[config.mk]
export PLATFORM = sky130hd
export DESIGN_NAME = ssb_seq
export DESIGN_NICKNAME = d
export VERILOG_FILES = /design/src/pkg/ssb_pkg.sv /design/src/pkg/ssb_timer_if.sv /design/src/hw/ssb_tick_timer.sv /design/src/hw/ssb_seq.sv
export SDC_FILE = /design/constraint.sdc
export NUM_CORES = 1
export LEC_CHECK = 0
export BUFFER_PORTS_ARGS = -buffer_cell sky130_fd_sc_hd__clkbuf_2
export CELL_PAD_IN_SITES_DETAIL_PLACEMENT = 1
export CELL_PAD_IN_SITES_GLOBAL_PLACEMENT = 2
export CORE_AREA = 2 2 113 115
export CTS_CLUSTER_SIZE = 30
export DETAILED_ROUTE_END_ITERATION = 16
export DIE_AREA = 0 0 115 117
export HOLD_SLACK_MARGIN = 0.15
export PLACE_DENSITY_LB_ADDON = 0.1
export SYNTH_ARGS = -nofsm -noshare
export SYNTH_HDL_FRONTEND = slang
export SYNTH_HIERARCHICAL = 1
export SYNTH_SLANG_ARGS = --single-unit
[constraint.sdc]
create_clock -name mclk_i -period 5.46 [get_ports mclk_i]
set_input_delay 1.638 -clock mclk_i [delete_from_list [all_inputs] [get_ports mclk_i]]
set_output_delay 1.638 -clock mclk_i [all_outputs]
set_load 0.005 [all_outputs]
[src/pkg/ssb_pkg.sv]
// Shared constants and types of the servo stop and brake sequencer
package ssb_pkg;

    // ****************************************
    // Widths
    // ****************************************
    localparam int unsigned SPEED_W = 14;
    localparam int unsigned SDLY_W  = 6;
    localparam int unsigned RDLY_W  = 7;
    localparam int unsigned MODE_W  = 2;
    localparam int unsigned ROUTE_W = 2;
    localparam int unsigned NOUT    = 3;
    localparam int unsigned DIV_W   = 21;

    // ****************************************
    // Timing
    // ****************************************
    localparam int unsigned CLK_KHZ         = 125000;
    localparam int unsigned TICK_MS         = 10;
    localparam int unsigned TICK_CYCLES_DEF = TICK_MS * CLK_KHZ;

    // ****************************************
    // Settings encodings
    // ****************************************
    localparam logic [MODE_W-1:0]  MODE_DB_HOLD = 2'h0;
    localparam logic [MODE_W-1:0]  MODE_DB_FREE = 2'h1;
    localparam logic [MODE_W-1:0]  MODE_COAST   = 2'h2;
    localparam logic [ROUTE_W-1:0] ROUTE_NONE   = 2'h0;
    localparam logic               SEQ_BYPASS   = 1'h1;
    localparam logic               ENC_INCR     = 1'h1;

    // Speed below which the motor counts as stopped (r/min)
    localparam logic [SPEED_W-1:0] LOW_SPEED_RPM = 14'h000A;

    // ****************************************
    // Reset values
    // ****************************************
    localparam logic [NOUT-1:0]   OUT_RESET   = 3'h0;
    localparam logic [1:0]        PWR_RESET   = 2'h0;
    localparam logic [RDLY_W-1:0] CNT_RESET   = 7'h00;
    localparam logic [DIV_W-1:0]  DIV_RESET   = 21'h000000;

    // ****************************************
    // Sequencer states
    // ****************************************
    typedef enum logic [3:0] {
        ST_OFF   = 4'h1,
        ST_RUN   = 4'h2,
        ST_HOLD  = 4'h4,
        ST_COAST = 4'h8
    } ssb_state_t;

endpackage : ssb_pkg

[src/pkg/ssb_timer_if.sv]
// Carrier between the sequencer and its 10 ms delay timer
`timescale 1ns/1ns
interface ssb_timer_if;
    logic                        start;
    logic [ssb_pkg::RDLY_W-1:0]  load;
    logic                        expired;

    modport ctl (output start, output load, input expired);
    modport tmr (input start, input load, output expired);
endinterface : ssb_timer_if

[src/hw/ssb_tick_timer.sv]
// 10 ms tick divider and delay down-counter
`timescale 1ns/1ns
module ssb_tick_timer #(
    parameter int unsigned TICK_CYCLES = ssb_pkg::TICK_CYCLES_DEF
) (
    input  wire logic mclk_i,
    input  wire logic reset_i,
    ssb_timer_if.tmr  bus
);
    import ssb_pkg::*;

    localparam logic [DIV_W-1:0] DIV_LAST = DIV_W'(TICK_CYCLES - 1);

    logic [DIV_W-1:0]  div_reg;
    logic [RDLY_W-1:0] cnt_reg;
    logic              armed_reg;
    wire               tick_w = (div_reg == DIV_LAST);

    // ****************************************
    // Divider restarts with each delay
    // ****************************************
    // Restarting the divider keeps the first tick a full 10 ms away
    always_ff @(posedge mclk_i) begin
        if (reset_i) begin
            div_reg   <= DIV_RESET;
            cnt_reg   <= CNT_RESET;
            armed_reg <= 1'b0;
        end else if (bus.start) begin
            div_reg   <= DIV_RESET;
            cnt_reg   <= bus.load;
            armed_reg <= 1'b1;
        end else begin
            div_reg <= tick_w ? DIV_RESET : div_reg + 1'b1;
            if (tick_w && cnt_reg != CNT_RESET) begin
                cnt_reg <= cnt_reg - 1'b1;
            end
        end
    end

    assign bus.expired = armed_reg && !bus.start && (cnt_reg == CNT_RESET);

endmodule : ssb_tick_timer

[src/hw/ssb_seq.sv]
// Servo stop-mode and holding-brake sequencer
`timescale 1ns/1ns
module ssb_seq #(
    parameter int unsigned TICK_CYCLES = ssb_pkg::TICK_CYCLES_DEF
) (
    input  wire logic                         mclk_i,
    input  wire logic                         reset_i,
    input  wire logic                         servo_on_command_i,
    input  wire logic                         servo_off_command_i,
    input  wire logic                         servo_alarm_i,
    input  wire logic                         main_power_off_i,
    input  wire logic                         ctrl_power_off_i,
    input  wire logic [ssb_pkg::SPEED_W-1:0]  motor_speed_i,
    input  wire logic [ssb_pkg::SPEED_W-1:0]  max_speed_i,
    input  wire logic [ssb_pkg::MODE_W-1:0]   stop_mode_select_i,
    input  wire logic                         brake_sequence_enable_i,
    input  wire logic [ssb_pkg::SDLY_W-1:0]   stopped_brake_delay_i,
    input  wire logic [ssb_pkg::SPEED_W-1:0]  brake_release_speed_i,
    input  wire logic [ssb_pkg::RDLY_W-1:0]   running_brake_delay_i,
    input  wire logic [ssb_pkg::ROUTE_W-1:0]  brake_output_route_i,
    input  wire logic [ssb_pkg::NOUT-1:0]     other_out_i,
    input  wire logic                         encoder_abs_mode_i,
    output logic                              motor_drive_o,
    output logic                              dynamic_brake_o,
    output logic                              brake_interlock_out_o,
    output logic [ssb_pkg::NOUT-1:0]          out_circuit_o,
    output logic                              encoder_incremental_o,
    output logic                              abs_detect_enable_o
);
    import ssb_pkg::*;

    // ****************************************
    // Helpers
    // ****************************************
    function automatic logic [SPEED_W-1:0] min_speed(input logic [SPEED_W-1:0] a,
                                                     input logic [SPEED_W-1:0] b);
        min_speed = (a < b) ? a : b;
    endfunction : min_speed

    function automatic logic [NOUT-1:0] route_mask(input logic [ROUTE_W-1:0] r);
        logic [NOUT-1:0] m;
        m = '0;
        if (r != ROUTE_NONE) begin
            m[r - 1'b1] = 1'b1;
        end
        route_mask = m;
    endfunction : route_mask

    // ****************************************
    // Power pin synchronisers
    // ****************************************
    logic [1:0] pwr_s1_reg;
    logic [1:0] pwr_s2_reg;
    logic [1:0] pwr_s3_reg;
    logic [1:0] pwr_filt_reg;
    logic [1:0] pwr_filt_next;

    // A level counts only once two stages agree, which rejects one-cycle glitches
    assign pwr_filt_next = (pwr_s2_reg & pwr_s3_reg) | (pwr_filt_reg & (pwr_s2_reg | pwr_s3_reg));

    always_ff @(posedge mclk_i) begin
        if (reset_i) begin
            pwr_s1_reg   <= PWR_RESET;
            pwr_s2_reg   <= PWR_RESET;
            pwr_s3_reg   <= PWR_RESET;
            pwr_filt_reg <= PWR_RESET;
        end else begin
            pwr_s1_reg   <= {ctrl_power_off_i, main_power_off_i};
            pwr_s2_reg   <= pwr_s1_reg;
            pwr_s3_reg   <= pwr_s2_reg;
            pwr_filt_reg <= pwr_filt_next;
        end
    end

    wire power_off_w = |pwr_filt_reg;
    wire both_off_w  = &pwr_filt_reg;
    wire power_on_w  = pwr_filt_reg[1] && !pwr_filt_next[1];

    // ****************************************
    // Decoding
    // ****************************************
    wire seq_on_w   = (brake_sequence_enable_i != SEQ_BYPASS);
    wire stopped_w  = (motor_speed_i < LOW_SPEED_RPM);
    wire [SPEED_W-1:0] thresh_w = min_speed(brake_release_speed_i, max_speed_i);
    wire below_w    = (motor_speed_i < thresh_w);
    wire off_evt_w  = servo_off_command_i || servo_alarm_i || power_off_w;
    wire on_req_w   = servo_on_command_i && !off_evt_w;

    // ****************************************
    // Sequencer
    // ****************************************
    ssb_state_t state_reg;
    ssb_state_t state_next;
    logic       start_t;
    logic [RDLY_W-1:0] load_t;
    ssb_timer_if tif ();

    always_comb begin
        state_next = state_reg;
        start_t    = 1'b0;
        load_t     = running_brake_delay_i;
        unique case (state_reg)
            ST_OFF: begin
                if (on_req_w) begin
                    state_next = ST_RUN;
                end
            end
            ST_RUN: begin
                if (off_evt_w) begin
                    if (!seq_on_w || power_off_w) begin
                        state_next = ST_OFF;
                    end else if (!stopped_w) begin
                        state_next = ST_COAST;
                        start_t    = 1'b1;
                    end else if (servo_alarm_i) begin
                        state_next = ST_OFF;
                    end else if (stopped_brake_delay_i == '0) begin
                        state_next = ST_OFF;
                    end else begin
                        state_next = ST_HOLD;
                        start_t    = 1'b1;
                        load_t     = RDLY_W'(stopped_brake_delay_i);
                    end
                end
            end
            ST_HOLD: begin
                if (servo_alarm_i || power_off_w) begin
                    state_next = ST_OFF;
                end else if (tif.expired) begin
                    state_next = ST_OFF;
                end
            end
            ST_COAST: begin
                if (below_w || tif.expired || power_off_w) begin
                    state_next = ST_OFF;
                end
            end
            default: begin
                state_next = ST_OFF;
            end
        endcase
    end

    assign tif.start = start_t;
    assign tif.load  = load_t;

    ssb_tick_timer #(
        .TICK_CYCLES (TICK_CYCLES)
    ) u_timer (
        .mclk_i  (mclk_i),
        .reset_i (reset_i),
        .bus     (tif)
    );

    // ****************************************
    // Output decode
    // ****************************************
    logic low_reg;
    wire  leave_w     = (state_reg == ST_RUN) && (state_next != ST_RUN);
    wire  low_next    = leave_w ? stopped_w : low_reg;
    wire  drive_next  = (state_next == ST_RUN) || (state_next == ST_HOLD);
    wire  ilock_next  = (state_next == ST_RUN) || (state_next == ST_COAST);
    wire  db_mode_w   = (stop_mode_select_i == MODE_DB_HOLD) ? !low_next :
                        (stop_mode_select_i == MODE_DB_FREE) ? !stopped_w : 1'b0;
    wire  db_next     = !drive_next && (db_mode_w || both_off_w);
    wire [NOUT-1:0] out_next = other_out_i | (route_mask(brake_output_route_i) & {NOUT{ilock_next}});

    // ****************************************
    // Encoder mode latch
    // ****************************************
    logic load_pend_reg;
    wire  enc_load_w = load_pend_reg || power_on_w;

    // ****************************************
    // Registers
    // ****************************************
    always_ff @(posedge mclk_i) begin
        if (reset_i) begin
            state_reg             <= ST_OFF;
            low_reg               <= 1'b0;
            motor_drive_o         <= 1'b0;
            dynamic_brake_o       <= 1'b0;
            brake_interlock_out_o <= 1'b0;
            out_circuit_o         <= OUT_RESET;
        end else begin
            state_reg             <= state_next;
            low_reg               <= low_next;
            motor_drive_o         <= drive_next;
            dynamic_brake_o       <= db_next;
            brake_interlock_out_o <= ilock_next;
            out_circuit_o         <= out_next;
        end
    end

    // Reset stands for a power cycle, so the mode is sampled once after it
    always_ff @(posedge mclk_i) begin
        if (reset_i) begin
            load_pend_reg         <= 1'b1;
            encoder_incremental_o <= 1'b0;
            abs_detect_enable_o   <= 1'b0;
        end else begin
            load_pend_reg <= 1'b0;
            if (enc_load_w) begin
                encoder_incremental_o <= (encoder_abs_mode_i == ENC_INCR);
                abs_detect_enable_o   <= (encoder_abs_mode_i != ENC_INCR);
            end
        end
    end
endmodule : ssb_seq

=== Word level (Yosys, flattened, before mapping) ===
Index checks and enable logic that the tools add are counted.

* Bits in registers: 51
* Bits of input ports: 71
* Output and inout port bits: 8
* Word-level logic and storage cells: 106

* Add/sub/neg operators: 3
* $lt $le $gt $ge: 5
* Equal/unequal tests: 10
* Mux-type cells: 32
* Bitwise logic cells: 7
* Reductions and logical operators: 33

{| class="wikitable"
|+ Operators with widths
! cell !! count
|-
| $mux W7 || 8
|-
| $lt A14 B14 Y1 || 2
|-
| $mux W4 || 7
|-
| $add A21 B1 Y21 const B || 1
|-
| $eq A21 B21 Y1 const B || 1
|-
| $pmux W4 S4 || 1
|-
| $lt A14 B4 Y1 const B || 1
|-
| $mux W14 || 1
|-
| $mux W1 || 11
|-
| $logic_or A1 B1 Y1 || 10
|-
| $mux W3 || 3
|-
| $eq A4 B2 Y1 const B || 2
|-
| $eq A4 B3 Y1 const B || 2
|-
| $eq A4 B4 Y1 const B || 2
|-
| $logic_and A1 B1 Y1 || 8
|-
| $logic_not A7 Y1 || 1
|-
| $reduce_bool A7 Y1 || 1
|-
| $sub A7 B1 Y7 const B || 1
|-
| $logic_not A1 Y1 || 6
|-
| $logic_not A6 Y1 || 1
|-
| $and A2 B2 Y2 || 2
|-
| $eq A4 B1 Y1 const B || 1
|-
| $ne A4 B2 Y1 const B || 1
|-
| $or A2 B2 Y2 || 2
|-
| 13 further kinds || 14
|}

=== Longest topological paths before layout ===
Gate-level depths: netlist of run 1.

* Depth in word-level cells: 21
* Depth in mapped cells: 17
* Gate-level depth less buffers: 16

=== Cells and area by module ===
Netlist of run 1, hierarchy kept.

{| class="wikitable"
|+ Modules (own cells, without submodules)
! module !! instances !! cells an instance !! area an instance (µm²) !! sequential area each (µm²)
|-
| ssb_seq || 1 || 243 || 1815.5 || 440.4
|-
| ssb_tick_timer || 1 || 180 || 1536.5 || 580.6
|}

=== Least setup slack after synthesis of run 1 ===
Ideal clock, no wire load.

* Path type: in2reg
* Start: input max_speed_i[7] (netlist name)
* End: register out_circuit_o[0] (netlist name)
* Library setup time: 0.150 ns
* Arrival time: 5.048 ns
* Data required time: 5.310 ns
* Setup slack: 0.262 ns
* Stages on the path: 16
* Path buffers: 1
* Cell sequence: inv_1 ha_1 a211o_1 a21oi_1 o211ai_1 a221oi_4 clkbuf_1 nor2_1 a21oi_1 ha_1 a21oi_1 o221ai_1 a221oi_1 o21ai_0 o41ai_1 o22ai_1

* Cells in the longest elaborated chain, start to end: 11
* Elaborated cells on any way between the ends: 12
* Classes of those cells: order compare (2); eq/ne (2); mux (3); bitwise (2); reduce/logical (3)

{| class="wikitable"
|+ RTL lines
! item !! RTL line !! source
|-
| start, declared || ssb_seq.sv:14 || <nowiki>input wire logic [ssb_pkg::SPEED_W-1:0] max_speed_i,</nowiki>
|-
| $lt A14 B14 Y1 || ssb_seq.sv:37 || <nowiki>min_speed = (a < b) ? a : b;</nowiki>
|-
| $mux W14 (*) || ssb_seq.sv:37 ||
|-
| $lt A14 B14 Y1 (*) || ssb_seq.sv:85 || <nowiki>wire below_w = (motor_speed_i < thresh_w);</nowiki>
|-
| $logic_or A1 B1 Y1 (*) (2 in series) || ssb_seq.sv:134 || <nowiki>if (below_w || tif.expired || power_off_w) begin</nowiki>
|-
| $mux W4 (*) || ssb_seq.sv:134 ||
|-
| $pmux W4 S4 (*) || ssb_seq.sv:102 || <nowiki>unique case (state_reg)</nowiki>
|-
| $eq A4 B2 Y1 / $eq A4 B4 Y1 (equally long branches) || ssb_seq.sv:162 || <nowiki>wire ilock_next = (state_next == ST_RUN) || (state_next == ST_COAST);</nowiki>
|-
| $logic_or A1 B1 Y1 (*) || ssb_seq.sv:162 ||
|-
| $and A3 B3 Y3 (*) || ssb_seq.sv:166 || <nowiki>wire [NOUT-1:0] out_next = other_out_i | (route_mask(brake_output_route_i) & {NOUT{ilock_next}});</nowiki>
|-
| $or A3 B3 Y3 (*) || ssb_seq.sv:166 ||
|-
| end signal, assigned || ssb_seq.sv:191 || <nowiki>out_circuit_o <= out_next;</nowiki>
|-
| end, declared || ssb_seq.sv:26 || <nowiki>output logic [ssb_pkg::NOUT-1:0] out_circuit_o,</nowiki>
|}

Every way passes the cells marked *; elsewhere a longest branch is shown, timed or not.
A chain may end at the register's enable or synchronous reset.

=== Final worst setup path of run 1 ===
* Start: input max_speed_i[7] (netlist name)
* End: register out_circuit_o[1] (netlist name)

Same word-level chain as after synthesis.

==> results.yml, run 1 <==
route:
  drtAntennaViolNets: 0
  drc_errors: 0
  drt-total-wl_um: 9430
  viasPerCell: 5.03
  drtIter0Drc: 87
  wl_per_cell_um: 14.5
  firstDrtPassIters: 4
  vias: 3267
synth:
  yosysTopAreaCellShare_pct: 30.5
  yosys_warnings: 6
  netlist_instances: 423
  ys_types: 63
  avgSynthCellArea_um2: 7.92
  synth_largest_area_cell: "dfxtp_1"
  synth_edf_count: 0
  syn-num-nets: 523
  yosys-top-cells-area: "dfxtp_1, ha_1, nor2_1"
  synth-seq-area-share_pct: 30.5
  synthFlopType: "dfxtp_1"
  syn_area_um2: 3350
  async_flop_share_pct: 0
  ys_seq_elements: 51
power_and_ir_drop:
  swShare_pct: 26.6
  p_leak_nw: 1.74
  power_frac_clock_pct: 40.5
  irDropWorstVdd_mv: 0.0981
  p_per_area_nw_per_um2: 224
  p_sw_w: 0.000243
  power_frac_comb_pct: 17.3
  internal_power_w: 0.000668
  p_seq_share_pct: 42.2
finish:
  drive_above_1_share_pct: 21.8
  fin_util_pct: 33.1
  n_antenna_cell: 0
  final_nets: 599
  area_delta_synth_final_pct: 21.4
  final_common_cell: "clkbuf_2"
  instances_no_fill: 650
  largest_reg_flops: 21
  final_cell_mix: "clkbuf_2, nor2_1, dfxtp_1"
  fill_cells: 1519
placed_design:
  hpwl_um: 7560
  pre_cts_ws_ns: -0.135
  placed_cells: 642
  gp_congestion: 0.756
  port-buffer-count: 78
clocking:
  clockRootBuffer: "clkbuf_16"
  post_cts_buffers: 0
  htree_levels: 2
  cts.sinks: 51
  path_clk_slew_ns: 0.07
  cts_buffer_depth: 2
  insertion_delay_ns: 0.29
  cts_buffers: 5
  cts_tree: "done"
sta:
  setup-violations-final: 0
  maxSlewViolCount: 0
  worstMarginPinSlew_ns: 0.844
  slew_headroom_pct: 43.7
  post-route-period-util_pct: 91.7
  fmax_ghz: 0.200
  rsz0062_at_grt: "false"
  min_period_ns: 5.01
  finalClockSkew_ns: 0.00739
  hold_violations: 0
  worst_slack_ns: 0.451
  tns_ns: 0
global_routing:
  grt_use_total_pct: 14.7
  grt_pass1_vias: 3311
  grt_max_degree: 40
  grt_pass1_wl_um: 15900
  gr-total-overflow: 0
  grt_antenna_before_repair: 0
worst_setup_path:
  r2r-end: "u_timer/cnt_reg[5]"
  cp-end-kind: "flop"
  crit_required_ns: 5.62
  reg2reg_from: "state_reg[2]"
  cp_data_arrival_time_ns: 5.17
  start_kind: "primary input"
  rr_worst_depth: 9
  crit_type: "in2reg"
  worstPathMaxFanout: 17
  r2r_slack_ns: 2.51
floorplan:
  pin_count: 79
  row_count: 41
  die_h_um: 117
  start_util_pct: 27.2
  die_w_um: 115
  coreArea_um2: 12300
  die_area_um2: 13500
run_status:
  outcome: "finished, final reports clean"
hold_path:
  hold_start: "pwr_s1_reg[1]"
  min_path_type: "reg2reg"
  min_to: "pwr_s2_reg[1]"
  hold_depth: 1
job:
  max-cap-violations: 0
## Yosys cell counts, types with 4 or more instances
| library cell | instances |
|---|---|
| xor2_1 | 5 |
| o31ai_1 | 4 |
| or3_1 | 11 |
| nor2b_1 | 7 |
| ha_1 | 29 |
| nand2_1 | 25 |
| nor3_1 | 8 |
| nand2b_1 | 4 |
| o21ai_0 | 21 |
| a21oi_1 | 32 |
| and4_1 | 4 |
| o21ai_1 | 7 |
| nand4_1 | 11 |
| or4_1 | 7 |
| nand3b_1 | 5 |
| nand3_1 | 13 |
| clkbuf_1 | 6 |
| mux2i_1 | 4 |
| inv_1 | 34 |
| nor2_1 | 58 |
| buf_2 | 5 |
| xnor2_1 | 8 |
| nor4_1 | 9 |
| dfxtp_1 | 51 |
## final cells by class
class                           count  area, µm²  area share (%)
Clock inverter                      3       43.8            1.08
Sequential cell                    51       1020            25.1
Multi-Input combinational cell    325       2140            52.7
Inverter                           34        128            3.14
Clock buffer                        5        125            3.07
Tap cell                          150        188            4.61
Timing Repair Buffer               82        420            10.3
## worst max-delay path by stage
stage                   start                to  slack (ns)  cells past startpoint
2_1_floorplan  max_speed_i[7]  out_circuit_o[0]        0.26                     16
3_3_place_gp   max_speed_i[7]  out_circuit_o[0]        0.06                     18
3_5_place_dp   max_speed_i[7]  out_circuit_o[1]       -0.13                     18
4_1_cts        max_speed_i[7]  out_circuit_o[1]        0.15                     18
5_1_grt        max_speed_i[7]  out_circuit_o[1]        0.08                     18
6_report       max_speed_i[7]  out_circuit_o[1]        0.45                     18
## power by group through the flow
stage / Sequential [W] / Combinational (W) / Clock (W)
after floorplan: 0.000392 / 0.0000943 / 0
after global placement: 0.000393 / 0.000156 / 0
after detailed placement: 0.000393 / 0.000159 / 0
after CTS: 0.000385 / 0.000160 / 0.000380
after global routing: 0.000386 / 0.000183 / 0.000397
final: 0.000385 / 0.000157 / 0.000369
## routing by layer
metal  wire, µm  GRT usage [%]
met1       4860           20.1
met2       4180           24.4
met3        318           2.73
met4         75           3.13
met5          0              0
## metrics by stage
stage / instance area, µm² / total power [W] / hold WS (ns)
6_report: 4070 / 0.000911 / 0.441
2_1_floorplan: 3350 / 0.000486 / 0.414
4_1_cts: 4060 / 0.000924 / 0.448
3_5_place_dp: 3890 / 0.000552 / 0.436
5_1_grt: 4070 / 0.000966 / 0.467
3_3_place_gp: 3890 / 0.000550 / 0.420
## worst max-delay path: stages
cell	delay (ns)
clkbuf_2	0.08
inv_1	0.04
ha_1	0.29
a211o_1	0.30
a21oi_1	0.13
o211ai_1	0.17
a221oi_4	0.30
buf_4	0.26
nor2_1	0.06
a21oi_1	0.13
ha_1	0.26
a21oi_1	0.13
o221ai_1	0.12
a221oi_1	0.28
buf_4	0.18
o21ai_0	0.12
o41ai_2	0.52
o22ai_1	0.15
## logic make-up (layout without fill, tap and decap cells)
logic type / Yosys count / in the layout / synth area share (%)
xor gates and xnor gates: 13 / 13 / 3.40
buffers and inverters: 47 / 124 / 5.79
and+or+nand+nor: 183 / 183 / 29.6
AOI/OAI and AO/OA: 95 / 95 / 18.4
muxes: 5 / 5 / 1.53
DFF: 51 / 51 / 30.5
adders and majority gates: 29 / 29 / 10.8
## repair_timing
action                                  CTS  global route
hold buffers                              0             0
hold endpoints to repair                  0             0
gates resized for setup                   0             1
endpoints found under the setup margin    0             4
Power figures use the tool's default switching activity.
==> inputs of run 2 (changes only) <==
--- a/config.mk
+++ b/config.mk
@@ -6,6 +6,7 @@
 export NUM_CORES = 1
 export LEC_CHECK = 0
 export BUFFER_PORTS_ARGS = -buffer_cell sky130_fd_sc_hd__clkbuf_2
+export CAP_MARGIN = 20
 export CELL_PAD_IN_SITES_DETAIL_PLACEMENT = 1
 export CELL_PAD_IN_SITES_GLOBAL_PLACEMENT = 2
 export CORE_AREA = 2 2 113 115
@@ -14,6 +15,7 @@
 export DIE_AREA = 0 0 115 117
 export HOLD_SLACK_MARGIN = 0.15
 export PLACE_DENSITY_LB_ADDON = 0.1
+export RECOVER_POWER = 25
 export SYNTH_ARGS = -nofsm -noshare
 export SYNTH_HDL_FRONTEND = slang
 export SYNTH_HIERARCHICAL = 1
==> results.yml, run 2 (synthesis gave the netlist of run 1 again) <==
clocking:
  path_clk_slew_ns: 0.07
  cts.sinks: 51
  insertion_delay_ns: 0.29
  cts_buffers: 5
  post_cts_buffers: 0
  cts_tree: "done"
  cts_buffer_depth: 2
  htree_levels: 2
  hold_buffers: 0
  ctsResizeCount: 0
  clockRootBuffer: "clkbuf_16"
route:
  viasPerCell: 5.03
  drc_errors: 0
  wl_per_cell_um: 14.5
  firstDrtPassIters: 4
  vias: 3267
  drt-total-wl_um: 9430
  drtIter0Drc: 87
  drtAntennaViolNets: 0
finish:
  multiInputGateArea_um2: 2140
  fin_area_um2: 4070
  n_antenna_cell: 0
  regArea_um2: 1020
  final_cell_mix: "clkbuf_2, nor2_1, dfxtp_1"
  area_delta_synth_final_pct: 21.4
  largest_reg_flops: 21
  fill_cells: 1518
  final_common_cell: "clkbuf_2"
  drive_above_1_share_pct: 21.4
  final_nets: 599
global_routing:
  grt_use_total_pct: 14.7
  grt_pass1_wl_um: 15900
  grt_max_degree: 40
  gr-total-overflow: 0
  grt_antenna_before_repair: 0
  grt_pass1_vias: 3311
floorplan:
  die_area_um2: 13500
  row_count: 41
  pin_count: 79
  die_w_um: 115
  die_h_um: 117
  coreArea_um2: 12300
  start_util_pct: 27.2
worst_setup_path:
  cp_data_arrival_time_ns: 5.17
  start_kind: "primary input"
  rr_worst_depth: 9
  r2r_slack_ns: 2.51
  reg2reg_from: "state_reg[2]"
  cp-end-kind: "flop"
  crit_required_ns: 5.62
  crit_type: "in2reg"
  worstPathMaxFanout: 17
  r2r-end: "u_timer/cnt_reg[5]"
run_status:
  outcome: "finished, final reports clean"
hold_path:
  hold_start: "pwr_s1_reg[1]"
  min_to: "pwr_s2_reg[1]"
  min_path_type: "reg2reg"
  hold_depth: 1
sta:
  setup-violations-final: 0
  hold_ws_ns: 0.441
  maxSlewViolCount: 0
  finalClockSkew_ns: 0.00739
  post-route-period-util_pct: 91.7
  min_period_ns: 5.01
  rsz0062_at_grt: "false"
  slew_headroom_pct: 43.7
  worstMarginPinSlew_ns: 0.844
  hold_violations: 0
  fmax_ghz: 0.200
placed_design:
  placed_cell_area_um2: 3890
  gp_congestion: 0.756
  hpwl_um: 7560
  port-buffer-count: 78
power_and_ir_drop:
  internal_power_w: 0.000668
  p_per_area_nw_per_um2: 224
  p_leak_nw: 1.74
  p_sw_w: 0.000243
  swShare_pct: 26.6
  power_frac_comb_pct: 17.3
  power_frac_clock_pct: 40.5
  irDropWorstVdd_mv: 0.0994
  p_seq_share_pct: 42.2
job:
  max-cap-violations: 0
run 2: cell count changes in the layout (fill, tap and decap cells not counted):
| cell | change |
|---|---|
| clkbuf_2 | -2 |
| clkbuf_1 | +2 |
run 2: final cells by class:
type                            count  area share (%)
Tap cell                          150            4.61
Clock inverter                      3            1.08
Multi-Input combinational cell    325            52.7
Sequential cell                    51            25.1
Timing Repair Buffer               82            10.3
Clock buffer                        5            3.08
Inverter                           34            3.14
run 2: worst max-delay path, stage by stage:
cell and delay, ns:
clkbuf_2 0.08, inv_1 0.04, ha_1 0.29, a211o_1 0.30
a21oi_1 0.13, o211ai_1 0.17, a221oi_4 0.30, buf_4 0.26
nor2_1 0.06, a21oi_1 0.13, ha_1 0.26, a21oi_1 0.13
o221ai_1 0.12, a221oi_1 0.28, buf_4 0.18, o21ai_0 0.12
o41ai_2 0.52, o22ai_1 0.15
run 2: power groups by stage:
stage | Combinational, W | Clock [W] | Sequential [W]
final | 0.000157 | 0.000369 | 0.000385
after global routing | 0.000183 | 0.000397 | 0.000386
after CTS | 0.000160 | 0.000380 | 0.000385
after detailed placement | 0.000159 | 0 | 0.000393
after global placement | 0.000156 | 0 | 0.000393
after floorplan | 0.0000943 | 0 | 0.000392
run 2: worst max path at each step:
stage                     slack, ns                to            from
final                          0.45  out_circuit_o[1]  max_speed_i[7]
after global routing           0.08  out_circuit_o[1]  max_speed_i[7]
after CTS                      0.15  out_circuit_o[1]  max_speed_i[7]
after detailed placement      -0.13  out_circuit_o[1]  max_speed_i[7]
after global placement         0.06  out_circuit_o[0]  max_speed_i[7]
after floorplan                0.26  out_circuit_o[0]  max_speed_i[7]
run 2: stage by stage:
step / setup TNS, ns / power [W] / worst slack, ns / cells / util, %
2_1_floorplan: 0 / 0.000486 / 0.262 / 423 / -
3_3_place_gp: 0 / 0.000550 / 0.0604 / 642 / 31.6
3_5_place_dp: -0.409 / 0.000552 / -0.135 / 642 / 31.6
4_1_cts: 0 / 0.000924 / 0.148 / 650 / 33.0
5_1_grt: 0 / 0.000966 / 0.0760 / 650 / 33.0
6_report: 0 / 0.000911 / 0.451 / 650 / 33.0
run 2: metal layers:
layer	GRT usage, %	share of wire, %	wire length, µm
met1	20.1	51	4850
met2	24.4	44	4180
met3	2.73	3.4	318
met4	3.13	0.80	75
met5	0	0	0
==> inputs of run 3 (changes only) <==
--- a/config.mk
+++ b/config.mk
@@ -9,10 +9,10 @@
 export CAP_MARGIN = 20
 export CELL_PAD_IN_SITES_DETAIL_PLACEMENT = 1
 export CELL_PAD_IN_SITES_GLOBAL_PLACEMENT = 2
-export CORE_AREA = 2 2 113 115
+export CORE_AREA = 2 2 103 125
 export CTS_CLUSTER_SIZE = 30
 export DETAILED_ROUTE_END_ITERATION = 16
-export DIE_AREA = 0 0 115 117
+export DIE_AREA = 0 0 105 127
 export HOLD_SLACK_MARGIN = 0.15
 export PLACE_DENSITY_LB_ADDON = 0.1
 export RECOVER_POWER = 25
==> results.yml, run 3 (synthesis gave the netlist of run 1 again) <==
power_and_ir_drop:
  p_leak_nw: 1.74
  total_power_w: 0.000860
  irDropWorstVdd_mv: 0.131
  p_per_area_nw_per_um2: 210
route:
  firstDrtPassIters: 4
  drtAntennaViolNets: 0
  viasPerCell: 4.95
  drtIter0Drc: 49
  wl_per_cell_um: 14.0
  drt-total-wl_um: 9330
  drc_errors: 0
  vias: 3294
global_routing:
  met3_usage_pct: 2.96
  met1_usage_pct: 16.3
  grt_use_total_pct: 14.5
  grt_pass1_vias: 3446
  grt_pass1_wl_um: 15900
  met2_usage_pct: 28.2
  gr-total-overflow: 0
  grt-busiest-layer: "met2"
  grt_max_degree: 40
  grt_antenna_before_repair: 0
floorplan:
  row_count: 44
  start_util_pct: 27.9
  pin_count: 79
  die_h_um: 127
  coreArea_um2: 12000
  die_area_um2: 13300
  die_w_um: 105
worst_setup_path:
  cp-end-kind: "flop"
  worstPathMaxFanout: 10
  crit_chain: "clkbuf_2 > inv_1 > ha_1 > a211o_1 > a21oi_1 > o211ai_1 > a221oi_4 > buf_4 > nor2_1 > a21oi_1 > ha_1 > a21oi_1 > o221ai_1 > a221oi_1 > o21ai_0 > o41ai_2 > o22ai_1"
  start_kind: "primary input"
  crit_required_ns: 5.61
  cp_data_arrival_time_ns: 5.11
  crit_path_frequent_cell: "a21oi_1"
  critPathMaxStageDelay_ns: 0.57
  crit_type: "in2reg"
  crit_slowest_cell: "o41ai_2"
sta:
  worstMarginPinSlew_ns: 0.822
  maxSlewViolCount: 0
  finalClockSkew_ns: 0.00661
  hold_violations: 0
  post-route-period-util_pct: 91.0
  min_period_ns: 4.97
  slew_headroom_pct: 45.1
  worst_slack_ns: 0.491
  fmax_ghz: 0.201
  setup-violations-final: 0
  rsz0062_at_grt: "false"
  tns_ns: 0
placed_design:
  placed_cells: 657
  placed_cell_area_um2: 3940
  hpwl_um: 7590
  pre_cts_ws_ns: -0.146
  port-buffer-count: 78
  gp_congestion: 0.800
finish:
  drive_above_1_share_pct: 22.2
  fin_area_um2: 4090
  n_antenna_cell: 0
  largest_reg_flops: 21
  instances_no_fill: 665
  fill_cells: 1540
  final_cell_mix: "clkbuf_2, nor2_1, dfxtp_1"
  final_nets: 603
  area_delta_synth_final_pct: 22.0
  final_common_cell: "clkbuf_2"
clocking:
  path_clk_slew_ns: 0.07
  cts_buffer_depth: 2
  cts_buffers: 5
  post_cts_buffers: 0
  cts_tree: "done"
  ctsResizeCount: 0
  cts.sinks: 51
  clockRootBuffer: "clkbuf_16"
  hold_buffers: 0
  htree_levels: 2
  insertion_delay_ns: 0.29
job:
  max-cap-violations: 0
run_status:
  outcome: "finished, final reports clean"
hold_path:
  min_path_type: "reg2reg"
run 3: changes by cell type in the layout (fill, tap and decap cells not counted):
cell,previous run,this run
buf_4,4,8
clkinvlp_4,0,2
bufinv_16,1,0
clkbuf_1,2,1
clkbuf_2,76,77
clkinv_4,1,0
run 3: final timing paths:
path / start / endpoint / slack (ns) / depth (start not counted)
worst max register to register: state_reg[2] / u_timer/cnt_reg[1] / 2.60 / 8
worst min register to register: pwr_s1_reg[1] / pwr_s2_reg[1] / 0.44 / 1
worst min-delay path: pwr_s1_reg[1] / pwr_s2_reg[1] / 0.44 / 1
worst max-delay path: max_speed_i[7] / out_circuit_o[2] / 0.49 / 17
run 3: area by class of cell:
| type | count | area [µm²] | share of cell area [%] |
|---|---|---|---|
| Tap cell | 161 | 201 | 4.93 |
| Inverter | 34 | 128 | 3.12 |
| Timing Repair Buffer | 86 | 449 | 11.0 |
| Clock buffer | 5 | 125 | 3.06 |
| Clock inverter | 3 | 20.0 | 0.490 |
| Multi-Input combinational cell | 325 | 2140 | 52.4 |
| Sequential cell | 51 | 1020 | 25.0 |
run 3: stage by stage:
| stage | hold WS, ns | util [%] |
|---|---|---|
| final | 0.439 | 34.1 |
| after global routing | 0.469 | 34.1 |
| after CTS | 0.448 | 34.0 |
| after detailed placement | 0.431 | 32.8 |
| after global placement | 0.416 | 32.8 |
| after floorplan | 0.414 | - |
run 3: worst max-delay path: cells and delay by family:
family                     cells  cell delay [ns]
and+or+nand+nor                1             0.05
buffers and inverters          3             0.33
AOI/OAI and AO/OA             11             2.53
adders and majority gates      2             0.56
run 3: power breakdown:
| group | leakage, nW | internal (W) | total (W) | switching (W) |
|---|---|---|---|---|
| clock network | 0.0658 | 0.000169 | 0.000317 | 0.000147 |
| registers | 0.415 | 0.000380 | 0.000385 | 0.00000520 |
| logic | 1.26 | 0.0000737 | 0.000159 | 0.0000853 |
run 3: metal layers:
metal	vias up	share of wire (%)
li1	1689	-
met1	1562	42
met2	39	54
met3	4	3.0
met4	0	0.94
met5	-	0
